===== config.mk =====
export PLATFORM = sky130hd
export DESIGN_NAME = psu_status_signalling_sequencer
export DESIGN_NICKNAME = d
export VERILOG_FILES = /design/src/rtl/psu_seq_pkg.sv /design/src/rtl/psu_status_signalling_sequencer.sv
export SDC_FILE = /design/constraint.sdc
export NUM_CORES = 1
export LEC_CHECK = 0
export BUFFER_PORTS_ARGS = -buffer_cell sky130_fd_sc_hd__buf_2
export CAP_MARGIN = 15
export CORE_MARGIN = 2
export CORE_UTILIZATION = 55
export DETAILED_ROUTE_END_ITERATION = 8
export GPL_ROUTABILITY_DRIVEN = 0
export PLACE_DENSITY = 0.76
export SLEW_MARGIN = 30
export SYNTH_ARGS = -nofsm -noshare
export SYNTH_HDL_FRONTEND = slang
export SYNTH_SLANG_ARGS = --single-unit
export TNS_END_PERCENT = 20

===== constraint.sdc =====
create_clock -name sys_clk -period 2.7 [get_ports sys_clk]
set_input_delay 0.27 -clock sys_clk [delete_from_list [all_inputs] [get_ports sys_clk]]
set_output_delay 0.27 -clock sys_clk [all_outputs]
set_load 0.05 [all_outputs]

===== src/rtl/psu_seq_pkg.sv =====
package psu_seq_pkg;
  localparam int unsigned CLK_HZ = 40000000;
  localparam int unsigned CYC_PER_MS = CLK_HZ / 1000;
  // times in milliseconds as specified
  localparam int unsigned INPUT_GOOD_OUT_ON_MS = 1700;
  localparam int unsigned INPUT_GOOD_OUT_DIP_MS = 100;
  localparam int unsigned ON_DLY_MIN_MS = 5;
  localparam int unsigned ON_DLY_MAX_MS = 400;
  localparam int unsigned OFF_DLY_MAX_MS = 100;
  localparam int unsigned PG_DLY_MIN_MS = 100;
  localparam int unsigned PG_DLY_MAX_MS = 500;
  localparam int unsigned PG_WARN_MS = 1;
  localparam int unsigned HOLD_V1_MS = 7;
  localparam int unsigned HOLD_VSB_MS = 27;
  localparam int unsigned MIN_OFF_MS = 500;
  // chosen delays inside the allowed windows
  localparam int unsigned ON_DLY_MS = 10;
  localparam int unsigned PG_DLY_MS = 200;
  localparam int unsigned INPUT_GOOD_OUT_DLY_MS = 50;
  localparam int unsigned OFF_DLY_MS = 1;
  // inlet warning threshold in 0.5 degC steps: 62.5 degC
  localparam logic [9:0] INLET_WARN_HALF_C = 10'h07d;
  localparam int unsigned BLINK_1HZ_HALF_MS = 500;
  localparam int unsigned BLINK_2HZ_HALF_MS = 250;
  localparam logic [7:0] FAN_MAX = 8'hff;
  localparam logic [8:0] TRIM_MAX_MV = 9'h0fa;

  typedef enum logic [2:0] {
    ST_OFF = 3'b000,
    ST_WAIT_ON = 3'b001,
    ST_ON = 3'b010,
    ST_PG_DROP = 3'b011,
    ST_MIN_OFF = 3'b100
  } main_state_e;

  typedef enum logic [1:0] {
    LED_DARK = 2'b00,
    LED_GREEN = 2'b01,
    LED_AMBER = 2'b10
  } led_color_e;

  typedef struct packed {
    logic hot_spot_warn;
    logic hot_spot_shut;
    logic general_fail;
    logic overcurrent_trip;
    logic overvoltage_trip;
    logic undervoltage_trip;
    logic high_current_warn;
    logic fan_slow;
    logic fan_fail;
  } fault_in_s;
endpackage


===== src/rtl/psu_status_signalling_sequencer.sv =====
`timescale 1ns/10ps
// Summary of operation
// RL1: alert_out_n is low when any shutdown or warning event is present; the code pulls it low for a warning only once fan_cmd is at FAN_MAX.
// RL2: temperature, general fail, over-current, over/under-voltage, fan faults pull alert.
// RL3: while alert is asserted the LED shows solid amber.
// RL4: inlet above 62.5 C or hot-spot warning raises over-temperature alert.
// RL5: inlet warning clears once inlet temperature returns into operating range.
// RL6: fan command reaches maximum before the over-temperature alert asserts.
// RL7: presence output is held permanently low.
// RL8: share pin disconnected on internal fault or main output off.
// RL9: largest-current unit is master; followers trim up by at most 250 mV.
// RL10: LED off without input power, solid green when main output ok.
// RL11: LED off when own input lost even if another supply has input.
// RL12: input present with only standby on blinks green at 1 Hz.
// RL13: warnings with supply running blink amber at 1 Hz.
// RL14: critical shutdown events give solid amber.
// RL15: firmware upload mode blinks green at 2 Hz.
// RL16: input-good rises within 1700 ms at start, within 100 ms after a dip.
// RL17: main output turns on 5 to 400 ms after enable goes low.
// RL18: main output turns off within 100 ms after enable goes high.
// RL19: power-good rises 100 to 500 ms after main output is in regulation.
// RL20: power-good falls at least 1 ms before main output leaves regulation.
// RL21: input-good falls 7 ms before main and 27 ms before standby hold-up ends.
// RL22: main and standby stay off at least 500 ms before restarting.
// RL23: enable_n switches main output; any enable transition clears latched faults.
// RL24: power-good high only while all outputs regulate; low on dropout or long loss.
// RL25: input-good is active high, meaning input is within operating range.
// RL26: LED precedence: upload, critical, warning, off (no input), output ok, standby.
// RL27: blink patterns are 50 percent duty from a free-running divider.
module psu_status_signalling_sequencer
  import psu_seq_pkg::*;
#(
  parameter int unsigned INPUT_GOOD_OUT_ON_CYC = INPUT_GOOD_OUT_DLY_MS * CYC_PER_MS,
  parameter int unsigned ON_CYC = ON_DLY_MS * CYC_PER_MS,
  parameter int unsigned OFF_CYC = OFF_DLY_MS * CYC_PER_MS,
  parameter int unsigned PG_CYC = PG_DLY_MS * CYC_PER_MS,
  parameter int unsigned MIN_OFF_CYC = MIN_OFF_MS * CYC_PER_MS,
  parameter int unsigned PG_WARN_CYC = PG_WARN_MS * CYC_PER_MS,
  parameter int unsigned BLINK1_CYC = BLINK_1HZ_HALF_MS * CYC_PER_MS,
  parameter int unsigned BLINK2_CYC = BLINK_2HZ_HALF_MS * CYC_PER_MS
) (
  input wire logic sys_clk,
  input wire logic resetn,
  input wire logic input_in_range,
  input wire logic input_dip_warn,
  input wire logic output_enable_n,
  input wire logic main_in_reg,
  input wire logic standby_in_reg,
  input wire logic [9:0] inlet_temp,
  input wire fault_in_s faults,
  input wire logic fw_upload,
  input wire logic share_is_max,
  input wire logic [8:0] share_trim_req,
  output logic alert_out_n,
  output logic power_good_out,
  output logic input_good_out,
  output logic main_output,
  output logic standby_output,
  output logic present_out_n,
  output logic current_share_en,
  output logic share_master,
  output logic [8:0] share_trim_mv,
  output logic [7:0] fan_cmd,
  output logic led_green,
  output logic led_amber
);
  localparam int CW = 32;

  logic [CW-1:0] seq_cnt_q;
  logic [CW-1:0] input_good_out_cnt_q;
  logic [CW-1:0] blink_cnt_q;
  logic blink1_q;
  logic blink2_q;
  logic [CW-1:0] blink2_cnt_q;
  main_state_e state_q;
  logic en_prev_q;
  logic latched_q;
  logic inlet_warn_q;
  logic ever_good_q;
  logic [CW-1:0] stb_off_cnt_q;

  wire en_edge = output_enable_n != en_prev_q;
  wire temp_warn_raw = inlet_warn_q | faults.hot_spot_warn;
  wire critical = faults.hot_spot_shut | faults.overcurrent_trip | faults.overvoltage_trip
      | faults.fan_fail | faults.general_fail | faults.undervoltage_trip;
  wire warn_any = temp_warn_raw | faults.high_current_warn | faults.fan_slow;
  // a warning-only alert holds off until the fan has reached full speed; critical events alert at once
  wire alert_now = critical | latched_q | (warn_any & (fan_cmd == FAN_MAX)); // [RL1] [RL2] [RL6]

  // inlet warning with hysteresis-free return once back in range
  always_ff @(posedge sys_clk or negedge resetn) begin
    if (!resetn) begin
      inlet_warn_q <= 1'b0;
    end else begin
      inlet_warn_q <= inlet_temp >= INLET_WARN_HALF_C; // [RL4] [RL5]
    end
  end

  // fan ramps one step per cycle toward maximum while any warning (temperature, high current, fan slow) stands
  always_ff @(posedge sys_clk or negedge resetn) begin
    if (!resetn) begin
      fan_cmd <= 8'h00;
    end else if (temp_warn_raw || warn_any) begin
      if (fan_cmd != FAN_MAX) begin
        fan_cmd <= fan_cmd + 8'h01; // [RL6]
      end
    end else if (fan_cmd != 8'h00) begin
      fan_cmd <= fan_cmd - 8'h01;
    end
  end

  always_ff @(posedge sys_clk or negedge resetn) begin
    if (!resetn) begin
      alert_out_n <= 1'b1;
    end else begin
      alert_out_n <= ~alert_now; // [RL1]
    end
  end

  // enable edge clears latched shutdown; the set wins in the same cycle
  always_ff @(posedge sys_clk or negedge resetn) begin
    if (!resetn) begin
      en_prev_q <= 1'b1;
      latched_q <= 1'b0;
    end else begin
      en_prev_q <= output_enable_n;
      if (critical) begin
        latched_q <= 1'b1;
      end else if (en_edge) begin
        latched_q <= 1'b0; // [RL23]
      end
    end
  end

  // input-good: delay on rising, drop early so it leads hold-up end
  always_ff @(posedge sys_clk or negedge resetn) begin
    if (!resetn) begin
      input_good_out_cnt_q <= '0;
      input_good_out <= 1'b0;
      ever_good_q <= 1'b0;
    end else if (!input_in_range || input_dip_warn) begin
      input_good_out_cnt_q <= '0;
      input_good_out <= 1'b0; // [RL21] [RL25]
    end else if (input_good_out_cnt_q >= CW'(INPUT_GOOD_OUT_ON_CYC)) begin
      input_good_out <= 1'b1; // [RL16]
      ever_good_q <= 1'b1;
    end else begin
      input_good_out_cnt_q <= input_good_out_cnt_q + 1'b1;
    end
  end

  wire main_ok = input_good_out & ~latched_q & ~critical & ~output_enable_n;

  // main output sequencing with minimum off time
  always_ff @(posedge sys_clk or negedge resetn) begin
    if (!resetn) begin
      state_q <= ST_OFF;
      seq_cnt_q <= '0;
      main_output <= 1'b0;
      power_good_out <= 1'b0;
    end else begin
      unique case (state_q)
        ST_OFF: begin
          seq_cnt_q <= '0;
          if (main_ok) begin
            state_q <= ST_WAIT_ON;
          end
        end
        ST_WAIT_ON: begin
          if (!main_ok) begin
            state_q <= ST_OFF;
          end else if (seq_cnt_q >= CW'(ON_CYC)) begin
            main_output <= 1'b1; // [RL17]
            state_q <= ST_ON;
            seq_cnt_q <= '0;
          end else begin
            seq_cnt_q <= seq_cnt_q + 1'b1;
          end
        end
        ST_ON: begin
          if (!main_ok || !main_in_reg || !standby_in_reg) begin
            power_good_out <= 1'b0; // [RL20] [RL24]
            state_q <= ST_PG_DROP;
            seq_cnt_q <= '0;
          end else if (seq_cnt_q >= CW'(PG_CYC)) begin
            power_good_out <= 1'b1; // [RL19]
          end else begin
            seq_cnt_q <= seq_cnt_q + 1'b1;
          end
        end
        ST_PG_DROP: begin
          // main stays up for the warning interval after power-good falls
          if (seq_cnt_q >= CW'(PG_WARN_CYC) && seq_cnt_q >= CW'(OFF_CYC)) begin
            main_output <= 1'b0; // [RL18] [RL20]
            state_q <= ST_MIN_OFF;
            seq_cnt_q <= '0;
          end else begin
            seq_cnt_q <= seq_cnt_q + 1'b1;
          end
        end
        ST_MIN_OFF: begin
          if (seq_cnt_q >= CW'(MIN_OFF_CYC)) begin
            state_q <= ST_OFF; // [RL22]
          end else begin
            seq_cnt_q <= seq_cnt_q + 1'b1;
          end
        end
        default: begin
          state_q <= ST_OFF;
          main_output <= 1'b0;
          power_good_out <= 1'b0;
        end
      endcase
    end
  end

  // standby follows input; once off it stays off for the minimum time
  always_ff @(posedge sys_clk or negedge resetn) begin
    if (!resetn) begin
      standby_output <= 1'b0;
      stb_off_cnt_q <= '0;
    end else if (standby_output) begin
      if (!input_in_range) begin
        standby_output <= 1'b0;
        stb_off_cnt_q <= '0;
      end
    end else if (stb_off_cnt_q < CW'(MIN_OFF_CYC)) begin
      stb_off_cnt_q <= stb_off_cnt_q + 1'b1;
    end else if (input_in_range) begin
      standby_output <= 1'b1; // [RL22]
    end
  end

  always_ff @(posedge sys_clk or negedge resetn) begin
    if (!resetn) begin
      present_out_n <= 1'b0;
    end else begin
      present_out_n <= 1'b0; // [RL7]
    end
  end

  // current share attach and follower trim
  always_ff @(posedge sys_clk or negedge resetn) begin
    if (!resetn) begin
      current_share_en <= 1'b0;
      share_master <= 1'b0;
      share_trim_mv <= 9'h000;
    end else begin
      current_share_en <= main_output & ~critical & ~latched_q; // [RL8]
      share_master <= share_is_max; // [RL9]
      if (share_is_max || !main_output) begin
        share_trim_mv <= 9'h000;
      end else if (share_trim_req > TRIM_MAX_MV) begin
        share_trim_mv <= TRIM_MAX_MV; // [RL9]
      end else begin
        share_trim_mv <= share_trim_req;
      end
    end
  end

  // free-running blink dividers, toggle each half period
  always_ff @(posedge sys_clk or negedge resetn) begin
    if (!resetn) begin
      blink_cnt_q <= '0;
      blink2_cnt_q <= '0;
      blink1_q <= 1'b0;
      blink2_q <= 1'b0;
    end else begin
      if (blink_cnt_q >= CW'(BLINK1_CYC - 1)) begin
        blink_cnt_q <= '0;
        blink1_q <= ~blink1_q; // [RL27]
      end else begin
        blink_cnt_q <= blink_cnt_q + 1'b1;
      end
      if (blink2_cnt_q >= CW'(BLINK2_CYC - 1)) begin
        blink2_cnt_q <= '0;
        blink2_q <= ~blink2_q; // [RL27]
      end else begin
        blink2_cnt_q <= blink2_cnt_q + 1'b1;
      end
    end
  end

  // amber solid whenever alert is low outside firmware upload, so a running warning only blinks before it alerts
  always_ff @(posedge sys_clk or negedge resetn) begin
    if (!resetn) begin
      led_green <= 1'b0;
      led_amber <= 1'b0;
    end else if (fw_upload) begin
      led_green <= blink2_q; // [RL15] [RL26]
      led_amber <= 1'b0;
    end else if (critical || latched_q || alert_now) begin
      led_green <= 1'b0;
      led_amber <= 1'b1; // [RL3] [RL14]
    end else if (warn_any) begin
      led_green <= 1'b0;
      led_amber <= blink1_q; // [RL13]
    end else if (!input_in_range) begin
      led_green <= 1'b0; // [RL10] [RL11]
      led_amber <= 1'b0;
    end else if (power_good_out) begin
      led_green <= 1'b1; // [RL10]
      led_amber <= 1'b0;
    end else begin
      led_green <= blink1_q; // [RL12]
      led_amber <= 1'b0;
    end
  end
endmodule // psu_status_signalling_sequencer


### Yosys cells after proc, flatten, opt, wreduce, memory -nomap -nowiden

Index checks and enable logic that the tools add are counted.

| storage, ports and cells | value |
|---|---|
| register bits | 194 |
| output and inout port bits | 27 |

| operators by class | value |
|---|---|
| add/sub/neg operators | 7 |
| order comparisons | 10 |
| equality and inequality tests | 20 |
| multiplexer cells | 48 |
| bitwise operators | 24 |
| reduce and logical (&&, ||, !) cells | 27 |

Operators by type and width:

| kind | number |
|---|---|
| $mux 32 | 13 |
| $add 32x1->32 const B | 5 |
| $pmux 32 s5 | 1 |
| $ge 32x25->1 const B | 2 |
| $ge 32x16->1 const B | 1 |
| $ge 32x19->1 const B | 1 |
| $ge 32x21->1 const B | 1 |
| $ge 32x23->1 const B | 1 |
| $ge 32x24->1 const B | 1 |
| $lt 32x25->1 const B | 1 |
| $mux 8 | 3 |
| $mux 1 | 20 |
| $mux 3 | 6 |
| $mux 9 | 2 |
| $ne 2x2->1 const B | 9 |
| $pmux 3 s5 | 1 |
| $ge 10x7->1 const B | 1 |
| $or 1x1->1 | 10 |
| $gt 9x8->1 const B | 1 |
| $ne 3x3->1 const B | 3 |
| $add 8x1->8 const B | 1 |
| $eq 8x8->1 const B | 1 |
| $ne 8x8->1 const B | 1 |
| $not 1->1 | 8 |
| other kinds (20) | 42 |

### Longest topological paths before layout

Gate-level depths: netlist of the first run.

| depth | value |
|---|---|
| word-level depth | 13 |
| gate-level depth with buffers | 10 |
| mapped depth without buffers | 9 |

### Worst setup path before layout of the first run

Ideal clock, no wire load.

| timing path | value |
|---|---|
| path type | reg-to-reg |
| start point | register seq_cnt_q[25] |
| end point | register seq_cnt_q[12] |
| setup time | 0.126 ns |
| arrival time | 2.776 ns |
| required time | 2.574 ns |
| setup slack | -0.203 ns |
| stages on the path, launching flop included | 8 |
| cells stage by stage | dfrtp_1 > or4_4 > or4_1 > o41a_1 > a2111o_1 > buf_6 > buf_6 > a221o_1 |

| on the way | value |
|---|---|
| word-level cells in the longest chain between the ends | 4 |
| elaborated cells between the ends (all ways) | 11 |
| those cells by class | order compare: 4; eq/ne: 2; mux: 4; reduce/logical: 1 |

RTL lines:

| item | line | RTL |
|---|---|---|
| start: declaration | psu_status_signalling_sequencer.sv:69 | `logic [CW-1:0] seq_cnt_q;` |
| start signal: assignment | psu_status_signalling_sequencer.sv:177 | `seq_cnt_q <= seq_cnt_q + 1'b1;` |
| start signal: assignment | psu_status_signalling_sequencer.sv:188 | `seq_cnt_q <= seq_cnt_q + 1'b1;` |
| start signal: assignment | psu_status_signalling_sequencer.sv:198 | `seq_cnt_q <= seq_cnt_q + 1'b1;` |
| $ge 32x19->1 | psu_status_signalling_sequencer.sv:172 | `end else if (seq_cnt_q >= CW'(ON_CYC)) begin` |
| $mux 32 | psu_status_signalling_sequencer.sv:172 |  |
| $mux 32 | psu_status_signalling_sequencer.sv:170 | `if (!main_ok) begin` |
| $pmux 32 s5 | psu_status_signalling_sequencer.sv:162 | `unique case (state_q)` |

Several ways; a longest one is shown, not always the timed one. The select of a mux whose other input is x is not followed.
A chain may end at the register's enable or synchronous reset.

### Worst setup path after layout of the first run

| timing path | value |
|---|---|
| start point | register seq_cnt_q[27] |
| end point | register seq_cnt_q[4] |

The elaborated chain is that of the path after synthesis.

==> results.sh, run 1 <==
export IMPL_outcome="finished, violations left"
export IMPL_violations="setup timing"
export IMPL_via_per_inst=5.61
export IMPL_grt_max_degree=77
export IMPL_grt_usage_pct=22.6
export IMPL_path_clk_slew_ps=70
export IMPL_cts_tree="yes"
export IMPL_yosys_area_top_type="dfrtp_1"
export IMPL_period_share_pct=102
export IMPL_synth_compound_area_share_pct=10.6
export IMPL_synth_most_common_cell="dfrtp_1"
export IMPL_synth_edff_count=0
export IMPL_synth_cell_types=69
export IMPL_stdcell_area_sq_um=11200
export IMPL_sw_frac_of_total_pct=31.2
export IMPL_io_buffers=62
export IMPL_die_width_microns=136
export IMPL_hpwlAfterDp_microns=13400
export IMPL_dieArea_sq_um=18400
export IMPL_drt_iter0_drc=424
export IMPL_ant_nets=0
export IMPL_fmax_mhz=364
export IMPL_dpl_instance_area_sq_um=10500
export IMPL_relSlewSlack_pct=46.9
export IMPL_finalClockSkew_ps=10.3
export IMPL_synthArstFlopShare_pct=100
export IMPL_clkLatencyLatePin_ps=430
export IMPL_synth_area_top_cells="dfrtp_1 50%, nor2_1 6.2%, xnor2_1 4.7%"
export IMPL_worst_pin_slew_ps=797
export IMPL_leakage_nw=4.84
export IMPL_hold_class="in -> reg"
export IMPL_required_ps=3030
export IMPL_dr_pass1_iters=5
export IMPL_clkPwrFrac_pct=33.5
export IMPL_multi_input_area_sq_um=4580
export IMPL_crit_top_cell="or4_4"
export IMPL_crit_slowest_cell="or4_4"
export IMPL_crit_chain="or4_4 > or4_4 > o41a_1 > a2111o_1 > buf_12 > a21o_1 > a22o_1"
export IMPL_syn_to_final_growth_pct=17.2
export IMPL_critPathMaxFanout=17
export IMPL_syn_inst=974
export IMPL_crit_path_start_kind="register"
export IMPL_cts_sinks=194
export IMPL_cts_root_buf="clkbuf_16"
export IMPL_io_pin_count=64
export IMPL_synth_fa_ha_area_share_pct=1.91
export IMPL_drive_gt1_share_pct=15.1
export IMPL_combPwrFrac_pct=22.4
export IMPL_synth_common_cells="192 x dfrtp_1, 157 x nor2_1, 54 x nand2_1"
export IMPL_overflow=0
export IMPL_hold_violations=0
export IMPL_core_sq_um=17100
export IMPL_crit_type="reg -> reg"
export IMPL_wl_per_cell_microns=14.9
export IMPL_dr_total_vias=7425
export IMPL_crit_arrival_ps=3070
export IMPL_rsz0062_at_grt="yes"
export IMPL_cpPeakStageDelay_ps=540
export IMPL_clock_tree_htree_level_count=4
export IMPL_diodes=0
export IMPL_power_share_sequential_pct=44.1
export IMPL_peakVddDrop_mv=0.513
export IMPL_drc=0
export IMPL_synth_warnings=0
export IMPL_p_int_mw=5.17
export IMPL_cp_end_kind="register"
export IMPL_post_synth_xor_area_fraction_pct=7.89
export IMPL_max_cap_violations=0
export IMPL_synth_yosys_seq_area_share_pct=50.9
export IMPL_fp_dieH_microns=136
export IMPL_cts_inserted_buffers=17
export IMPL_synthFlopType="dfrtp_1"
export IMPL_rows=48
export IMPL_switching_power_mw=2.34
export IMPL_start_util_pct=55.8
export IMPL_whs_ps=22.3
export IMPL_synth_area_per_cell_sq_um=9.80
export IMPL_grt_pass1_wl_microns=33500
export IMPL_fin_ws_ps=-44.7
export IMPL_fillCellCount=1390
export IMPL_synth_top_family_by_area="simple AND/OR/NAND/NOR gates"
export IMPL_nNetsFinal=1138
export IMPL_yosysTopAreaCellShare_pct=50.3
export IMPL_antenna_found_initial=0
export IMPL_grt_pass1_vias=7149
export IMPL_netlist_area_sq_um=9540
export IMPL_synthMuxAreaShare_pct=0.865
export IMPL_synth_seq_cells=194
export IMPL_min_period_ps=2740
export IMPL_setup_viol=2
export IMPL_cts_max_path_buffers=2
export IMPL_tns_ps=-60.0
export IMPL_wirelength_microns=19800
export IMPL_power_density_nw_per_um2=672
export IMPL_slew_viol_final=0
export IMPL_seq_area_sq_um=4860
export IMPL_synth_simple_gate_area_share_pct=25.1
worst max-delay path, delay by kind of cell, from the launching register on:
kind | cells | cell delay (ps)
AO/OA/AOI/OAI | 4 | 1090
buffers and inverters | 1 | 180
flip-flops | 1 | 390
AND/OR/NAND/NOR | 2 | 970
cells in the final DEF (no fill, tap or decap), types with 6 or more instances in the layout:
cell / n
a21o_1: 7
or4_1: 11
o2111ai_1: 6
nand4_1: 23
ha_1: 13
clkbuf_16: 17
o211ai_1: 8
o21ai_0: 31
nor3_1: 37
or3_1: 9
nor4_1: 20
and4_1: 11
nor2b_1: 11
xnor2_1: 51
mux2i_1: 6
nand2_1: 54
a31oi_1: 7
buf_4: 44
buf_2: 61
and3_1: 22
a21oi_1: 15
nor2_1: 157
dfrtp_1: 192
a22o_1: 11
and2_1: 31
inv_1: 24
o21a_1: 9
conb_1: 17
xor2_1: 35
nand3_1: 47
metrics by stage:
step / cells / total power [mW] / worst slack [ps] / utilization, %
after floorplan: 990 / 4.42 / -126 / -
after global placement: 1288 / 4.90 / -98.7 / 61.1
after detailed placement: 1288 / 4.94 / -194 / 61.1
after CTS: 1322 / 7.48 / -45.2 / 64.8
after global routing: 1324 / 7.87 / -107 / 65.4
final: 1324 / 7.51 / -44.7 / 65.4
cell type report:
cell class,instances,share of cell area [%]
multi-input cells,734,41.0
repair buffers,115,7.02
clock inverters,10,1.12
flip-flops and latches,194,43.4
well taps,225,2.52
inverters,25,0.839
clock buffers,21,4.12
state kept, by name (all words and copies together), names as in the netlist, 3 cells and up:
signal,flops
state_q,3
fan_cmd,8
input_good_out_cnt_q,32
stb_off_cnt_q,32
share_trim_mv,9
blink_cnt_q,32
seq_cnt_q,32
blink2_cnt_q,32
metal layers:
layer	GRT usage [%]	up-vias	share of wire (%)
met3	4.15	26	3.2
met1	29.7	3626	45
met4	6.94	0	1.5
met5	0	-	0
met2	38.1	120	50
li1	-	3653	-
what timing repair did:
action,CTS,global route
gates resized for setup,4,14
pin swaps,6,6
hold buffers,3,0
endpoints found under the setup margin,31,31
endpoints found under the hold margin,73,0
buffers inserted,0,2
power by group through the flow:
stage / Combinational (mW) / Clock, mW / Sequential [mW]
2_1_floorplan: 0.858 / 0 / 3.57
3_3_place_gp: 1.55 / 0 / 3.35
3_5_place_dp: 1.58 / 0 / 3.36
4_1_cts: 1.61 / 2.56 / 3.31
5_1_grt: 1.84 / 2.69 / 3.34
6_report: 1.68 / 2.52 / 3.31
final timing paths:
kind	from	endpoint	slack (ps)	cells past startpoint
setup / recovery	seq_cnt_q[27]$_DFFE_PN0P_	seq_cnt_q[4]$_DFFE_PN0P_	-40	7
hold / removal	fw_upload	led_amber$_DFF_PN0_	20	2
min in group asynchronous	resetn	blink_cnt_q[0]$_DFF_PN0_	410	2
setup reg to reg	seq_cnt_q[27]$_DFFE_PN0P_	seq_cnt_q[4]$_DFFE_PN0P_	-40	7
hold reg to reg	blink2_q$_DFFE_PN0N_	blink2_q$_DFFE_PN0N_	480	1
max in group asynchronous	resetn	seq_cnt_q[8]$_DFFE_PN0P_	1420	3
cells by family (layout without fill, tap and decap cells):
kind of cell               count (synthesis)  in the layout
AOI/OAI and AO/OA                        140            140
xor gates and xnor gates                  86             86
adders and majority gates                 14             14
buffers and inverters                     62            171
DFF                                      194            194
muxes                                      8              8
other                                      1             17
and+or+nand+nor                          469            469
Note: power is estimated with default switching activity, not from simulation.
==> run 2, diff against run 1 <==
PLACE_DENSITY = 0.75   (was 0.76)
==> run 2 against run 1 <==
The run still ends with setup timing left; sequential share of layout area about the same; wire length up 2.5%; clock skew down 1.9 ps; total power down 0.34%; flip-flop and latch count unchanged; global-route usage up 0.38 points; worst hold slack better by 17 ps; register-to-register slack about the same; non-clock buffer count up 8; clock power about the same; critical endpoint is now seq_cnt_q[15]$_DFFE_PN0P_.
==> results.sh, run 2 (synthesized netlist as in run 1, its figures left out) <==
export IMPL_outcome="finished, violations left"
export IMPL_violations="setup timing"
export IMPL_critPathMaxFanout=17
export IMPL_fin_ws_ps=-46.5
export IMPL_p_int_mw=5.07
export IMPL_syn_to_final_growth_pct=17.3
export IMPL_crit_type="reg -> reg"
export IMPL_via_per_inst=5.65
export IMPL_regToRegStartpoint="seq_cnt_q[27]$_DFFE_PN0P_"
export IMPL_hold_violations=0
export IMPL_crit_arrival_ps=3110
export IMPL_hold_depth=3
export IMPL_grt_pass1_vias=7223
export IMPL_r2r_end="seq_cnt_q[15]$_DFFE_PN0P_"
export IMPL_cpPeakStageDelay_ps=530
export IMPL_switching_power_mw=2.42
export IMPL_tns_ps=-59.9
export IMPL_whs_ps=39.8
export IMPL_diodes=0
export IMPL_crit_path_start_kind="register"
export IMPL_cp_startpoint="seq_cnt_q[27]$_DFFE_PN0P_"
export IMPL_clkPwrFrac_pct=33.5
export IMPL_start_util_pct=55.8
export IMPL_ant_nets=0
export IMPL_slew_viol_final=0
export IMPL_sw_frac_of_total_pct=32.4
export IMPL_peakVddDrop_mv=0.520
export IMPL_met3_length_microns=709
export IMPL_fp_dieH_microns=136
export IMPL_wl_per_cell_microns=15.2
export IMPL_grt_usage_pct=23.0
export IMPL_hpwlAfterDp_microns=13700
export IMPL_drive_gt1_share_pct=15.9
export IMPL_dr_total_vias=7525
export IMPL_relSlewSlack_pct=44.7
export IMPL_overflow=0
export IMPL_rows=48
export IMPL_crit_slowest_cell="or4_4"
export IMPL_grt_pass1_wl_microns=34000
export IMPL_core_sq_um=17100
export IMPL_final_common_cell="dfrtp_1"
export IMPL_dp_slack_ps=-121
export IMPL_worst_r2r_path_depth=7
export IMPL_io_buffers=62
export IMPL_fmax_mhz=364
export IMPL_power_share_sequential_pct=44.3
export IMPL_max_cap_violations=0
export IMPL_drc=0
export IMPL_grt_max_degree=85
export IMPL_die_width_microns=136
export IMPL_io_pin_count=64
export IMPL_cp_end_kind="register"
export IMPL_drt_iter0_drc=427
export IMPL_setup_viol=3
export IMPL_dieArea_sq_um=18400
export IMPL_wl_met1_microns=9190
export IMPL_clock_tree_htree_level_count=4
export IMPL_worstSetupEndpoint="seq_cnt_q[15]$_DFFE_PN0P_"
export IMPL_cts_sinks=194
export IMPL_finalClockSkew_ps=8.48
export IMPL_cts_root_buf="clkbuf_16"
export IMPL_clkLatencyLatePin_ps=440
export IMPL_dr_pass1_iters=5
export IMPL_antenna_found_initial=0
export IMPL_cts_inserted_buffers=17
export IMPL_combPwrFrac_pct=22.2
export IMPL_crit_chain="or4_4 > or4_4 > o41a_1 > a2111o_1 > buf_12 > nor4_2 > o21bai_1"
export IMPL_hold_class="in -> reg"
export IMPL_cts_max_path_buffers=2
export IMPL_maxUsedRoutingLayer="met4"
export IMPL_wl_met2_microns=10000
export IMPL_period_share_pct=102
export IMPL_min_period_ps=2750
export IMPL_power_density_nw_per_um2=669
export IMPL_wirelength_microns=20300
export IMPL_crit_top_cell="or4_4"
export IMPL_power_total_mw=7.49
export IMPL_path_clk_slew_ps=70
export IMPL_leakage_nw=4.87
export IMPL_final_cell_mix="192 x dfrtp_1, 157 x nor2_1, 61 x buf_2"
export IMPL_reg2reg_slack_ps=-50
export IMPL_nNetsFinal=1146
export IMPL_required_ps=3060
export IMPL_rsz0062_at_grt="yes"
export IMPL_worst_pin_slew_ps=829
export IMPL_cts_tree="yes"
==> run 2: changes by cell type in the layout (fill, tap and decap cells not counted), sizes merged <==
cell / delta
buf: +8
bufinv: -1
clkbuf: -3
clkinvlp: +2
inv: +3
==> run 2: timing repair <==
item | in CTS | in global routing
setup buffers | 0 | 2
endpoints found under the setup margin | 30 | 33
pin swaps | 2 | 3
hold buffers | 3 | 0
resized for setup | 3 | 11
hold endpoints to repair | 79 | 0
==> run 2: worst min path at each step <==
stage	slack (ps)	start	endpoint
after floorplan	-30	resetn	blink1_q$_DFFE_PN0N_
after global placement	350	resetn	fan_cmd[2]$_DFFE_PN0P_
after detailed placement	350	resetn	fan_cmd[1]$_DFFE_PN0P_
after CTS	30	fw_upload	led_amber$_DFF_PN0_
after global routing	30	fw_upload	led_amber$_DFF_PN0_
final	40	inlet_temp[7]	inlet_warn_q$_DFF_PN0_
==> run 2: area by class of cell <==
class / instances / area [sq um]
multi-input cells: 734 / 4550
clock inverters: 14 / 144
repair buffers: 123 / 837
flip-flops and latches: 194 / 4860
well taps: 225 / 282
inverters: 25 / 93.8
clock buffers: 18 / 439
fillers: 1365 / 5920
==> run 2: power groups by stage <==
stage          clock (mW)  combinational [mW]  sequential, mW
4_1_cts              2.55                1.61            3.31
5_1_grt              2.68                1.82            3.35
2_1_floorplan           0               0.858            3.57
3_3_place_gp            0                1.55            3.36
3_5_place_dp            0                1.58            3.37
6_report             2.51                1.66            3.32
==> run 2: layer usage <==
layer  vias to the layer above  global-route usage, %
met5                         -                      0
met4                         0                   7.58
met3                        25                   4.00
met2                       152                   38.6
met1                      3683                   30.3
li1                       3665                      -
==> run 2: worst max-delay path: cells and delay by family, from the launching register on <==
family | cells | cell delay [ps]
compound gates | 3 | 860
buf+inv | 1 | 180
flops | 1 | 380
simple gates | 3 | 1250
==> run 2: through the flow <==
stage               cells  util [%]  instance area (sq um)
finish               1333      65.4                  11200
CTS                  1331      65.1                  11100
global route         1333      65.4                  11200
global placement     1296      61.4                  10500
floorplan             990         -                   9610
detailed placement   1296      61.4                  10500
==> run 3, diff against run 2 <==
--- a/config.mk
+++ b/config.mk
@@ -13,2 +13,3 @@
 export GPL_ROUTABILITY_DRIVEN = 0
+export HOLD_SLACK_MARGIN = 0.08
 export PLACE_DENSITY = 0.75
--- a/constraint.sdc
+++ b/constraint.sdc
@@ -3,2 +3,2 @@
 set_output_delay 0.27 -clock sys_clk [all_outputs]
-set_load 0.05 [all_outputs]
+set_load 0.01 [all_outputs]
==> run 3 against run 2 <==
The flow still finishes with violations (setup timing); wire length rose by 1.2%; sequential share of layout area fell by 0.50 points; critical endpoint unchanged; combinational power fell by 13%; die area did not move; global-route usage rose by 0.27 points; total power fell by 2.8%; largest power group unchanged.
==> results.sh, run 3 (synthesized netlist as in run 1, its figures left out) <==
export IMPL_grt_pass1_wl_microns=34400
export IMPL_hpwlAfterDp_microns=13700
export IMPL_setup_viol=3
export IMPL_dr_total_vias=7612
export IMPL_critPathMaxFanout=17
export IMPL_worst_pin_slew_ps=850
export IMPL_drive_gt1_share_pct=15.7
export IMPL_peakVddDrop_mv=0.486
export IMPL_fillCellCount=1353
export IMPL_outcome="finished, violations left"
export IMPL_diodes=0
export IMPL_cp_end_kind="register"
export IMPL_stdcell_area_sq_um=11300
export IMPL_fin_ws_ps=-45.3
export IMPL_crit_path_start_kind="register"
export IMPL_final_cells=1346
export IMPL_path_clk_slew_ps=70
export IMPL_core_sq_um=17100
export IMPL_fmax_mhz=364
export IMPL_hold_class="in -> reg"
export IMPL_cts_inserted_buffers=17
export IMPL_power_total_mw=7.28
export IMPL_cts_max_path_buffers=2
export IMPL_leakage_nw=4.92
export IMPL_slew_viol_final=0
export IMPL_io_pin_count=64
export IMPL_start_util_pct=55.8
export IMPL_hold_violations=0
export IMPL_fp_dieH_microns=136
export IMPL_drt_iter0_drc=466
export IMPL_grt_pass1_vias=7318
export IMPL_cts_tree="yes"
export IMPL_syn_to_final_growth_pct=18.7
export IMPL_grt_usage_pct=23.2
export IMPL_max_cap_violations=0
export IMPL_crit_arrival_ps=3110
export IMPL_cts_root_buf="clkbuf_16"
export IMPL_power_density_nw_per_um2=642
export IMPL_required_ps=3060
export IMPL_wl_met2_microns=10200
export IMPL_antenna_found_initial=0
export IMPL_wl_per_cell_microns=15.2
export IMPL_violations="setup timing"
export IMPL_final_common_cell="dfrtp_1"
export IMPL_multi_input_area_sq_um=4550
export IMPL_rows=48
export IMPL_crit_type="reg -> reg"
export IMPL_dr_pass1_iters=5
export IMPL_clkLatencyLatePin_ps=440
export IMPL_met3_length_microns=752
export IMPL_seq_area_sq_um=4860
export IMPL_relSlewSlack_pct=43.3
export IMPL_dieArea_sq_um=18400
export IMPL_clock_tree_htree_level_count=4
export IMPL_min_period_ps=2750
export IMPL_dpl_instance_area_sq_um=10500
export IMPL_drc=0
export IMPL_io_buffers=62
export IMPL_overflow=0
export IMPL_period_share_pct=102
export IMPL_dp_cells=1296
export IMPL_wirelength_microns=20500
export IMPL_wl_met1_microns=9190
export IMPL_rsz0062_at_grt="yes"
export IMPL_grt_max_degree=85
export IMPL_finalClockSkew_ps=8.40
export IMPL_final_cell_mix="192 x dfrtp_1, 157 x nor2_1, 61 x buf_2"
export IMPL_via_per_inst=5.66
export IMPL_maxUsedRoutingLayer="met4"
export IMPL_nNetsFinal=1159
export IMPL_die_width_microns=136
export IMPL_ant_nets=0
export IMPL_cts_sinks=194
## run 3: metal layers
| metal | GRT usage, % | vias to the layer above |
|---|---|---|
| li1 | - | 3694 |
| met1 | 30.4 | 3712 |
| met2 | 39.4 | 175 |
| met3 | 4.04 | 31 |
| met4 | 7.70 | 0 |
| met5 | 0 | - |
## run 3: layout make-up
type | count | area share [%]
tap | 225 | 2.49
clock buffer | 18 | 3.88
sequential | 194 | 42.9
multi-input combinational | 734 | 40.1
inverter | 25 | 0.828
clock inverter | 14 | 1.27
timing repair buffer | 136 | 8.54
## run 3: worst paths after layout
check | start | slack [ps] | cells past startpoint | endpoint
min in group asynchronous | resetn | 410 | 2 | fan_cmd[1]$_DFFE_PN0P_
hold / removal | inlet_temp[5] | 110 | 3 | inlet_warn_q$_DFF_PN0_
hold reg to reg | input_good_out_cnt_q[27]$_DFFE_PN0P_ | 490 | 1 | input_good_out_cnt_q[27]$_DFFE_PN0P_
setup / recovery | seq_cnt_q[27]$_DFFE_PN0P_ | -50 | 7 | seq_cnt_q[15]$_DFFE_PN0P_
max in group asynchronous | resetn | 1480 | 3 | blink_cnt_q[14]$_DFF_PN0_
setup reg to reg | seq_cnt_q[27]$_DFFE_PN0P_ | -50 | 7 | seq_cnt_q[15]$_DFFE_PN0P_
## run 3: worst max-delay path, cell delays in order, from the launching register on
cell and delay, ps:
dfrtp_1 380, or4_4 530, or4_4 430, o41a_1 370, a2111o_1 340, buf_12 180
nor4_2 290, o21bai_1 150
## run 3: timing repair
action	4_1_cts	5_1_grt
gates resized for setup	3	11
hold buffers	16	0
endpoints found under the setup margin	30	33
setup buffers	0	2
pin swaps	2	3
hold endpoints to repair	91	0
## run 3: where the power goes
group	leakage [nW]	total, mW	switching (mW)	internal (mW)
logic	2.08	1.45	0.813	0.640
registers	2.56	3.32	0.212	3.11
clock network	0.280	2.50	1.18	1.33
## run 3: per-stage QoR
stage	hold WS (ps)	util, %	worst slack (ps)	TNS, ps
after floorplan	-25.6	-	-126	-868
after detailed placement	352	61.4	-121	-2360
after CTS	105	65.8	-32.5	-117
final	106	66.2	-45.3	-55.8
after global routing	122	66.2	-127	-1830
after global placement	352	61.4	-77.0	-1020
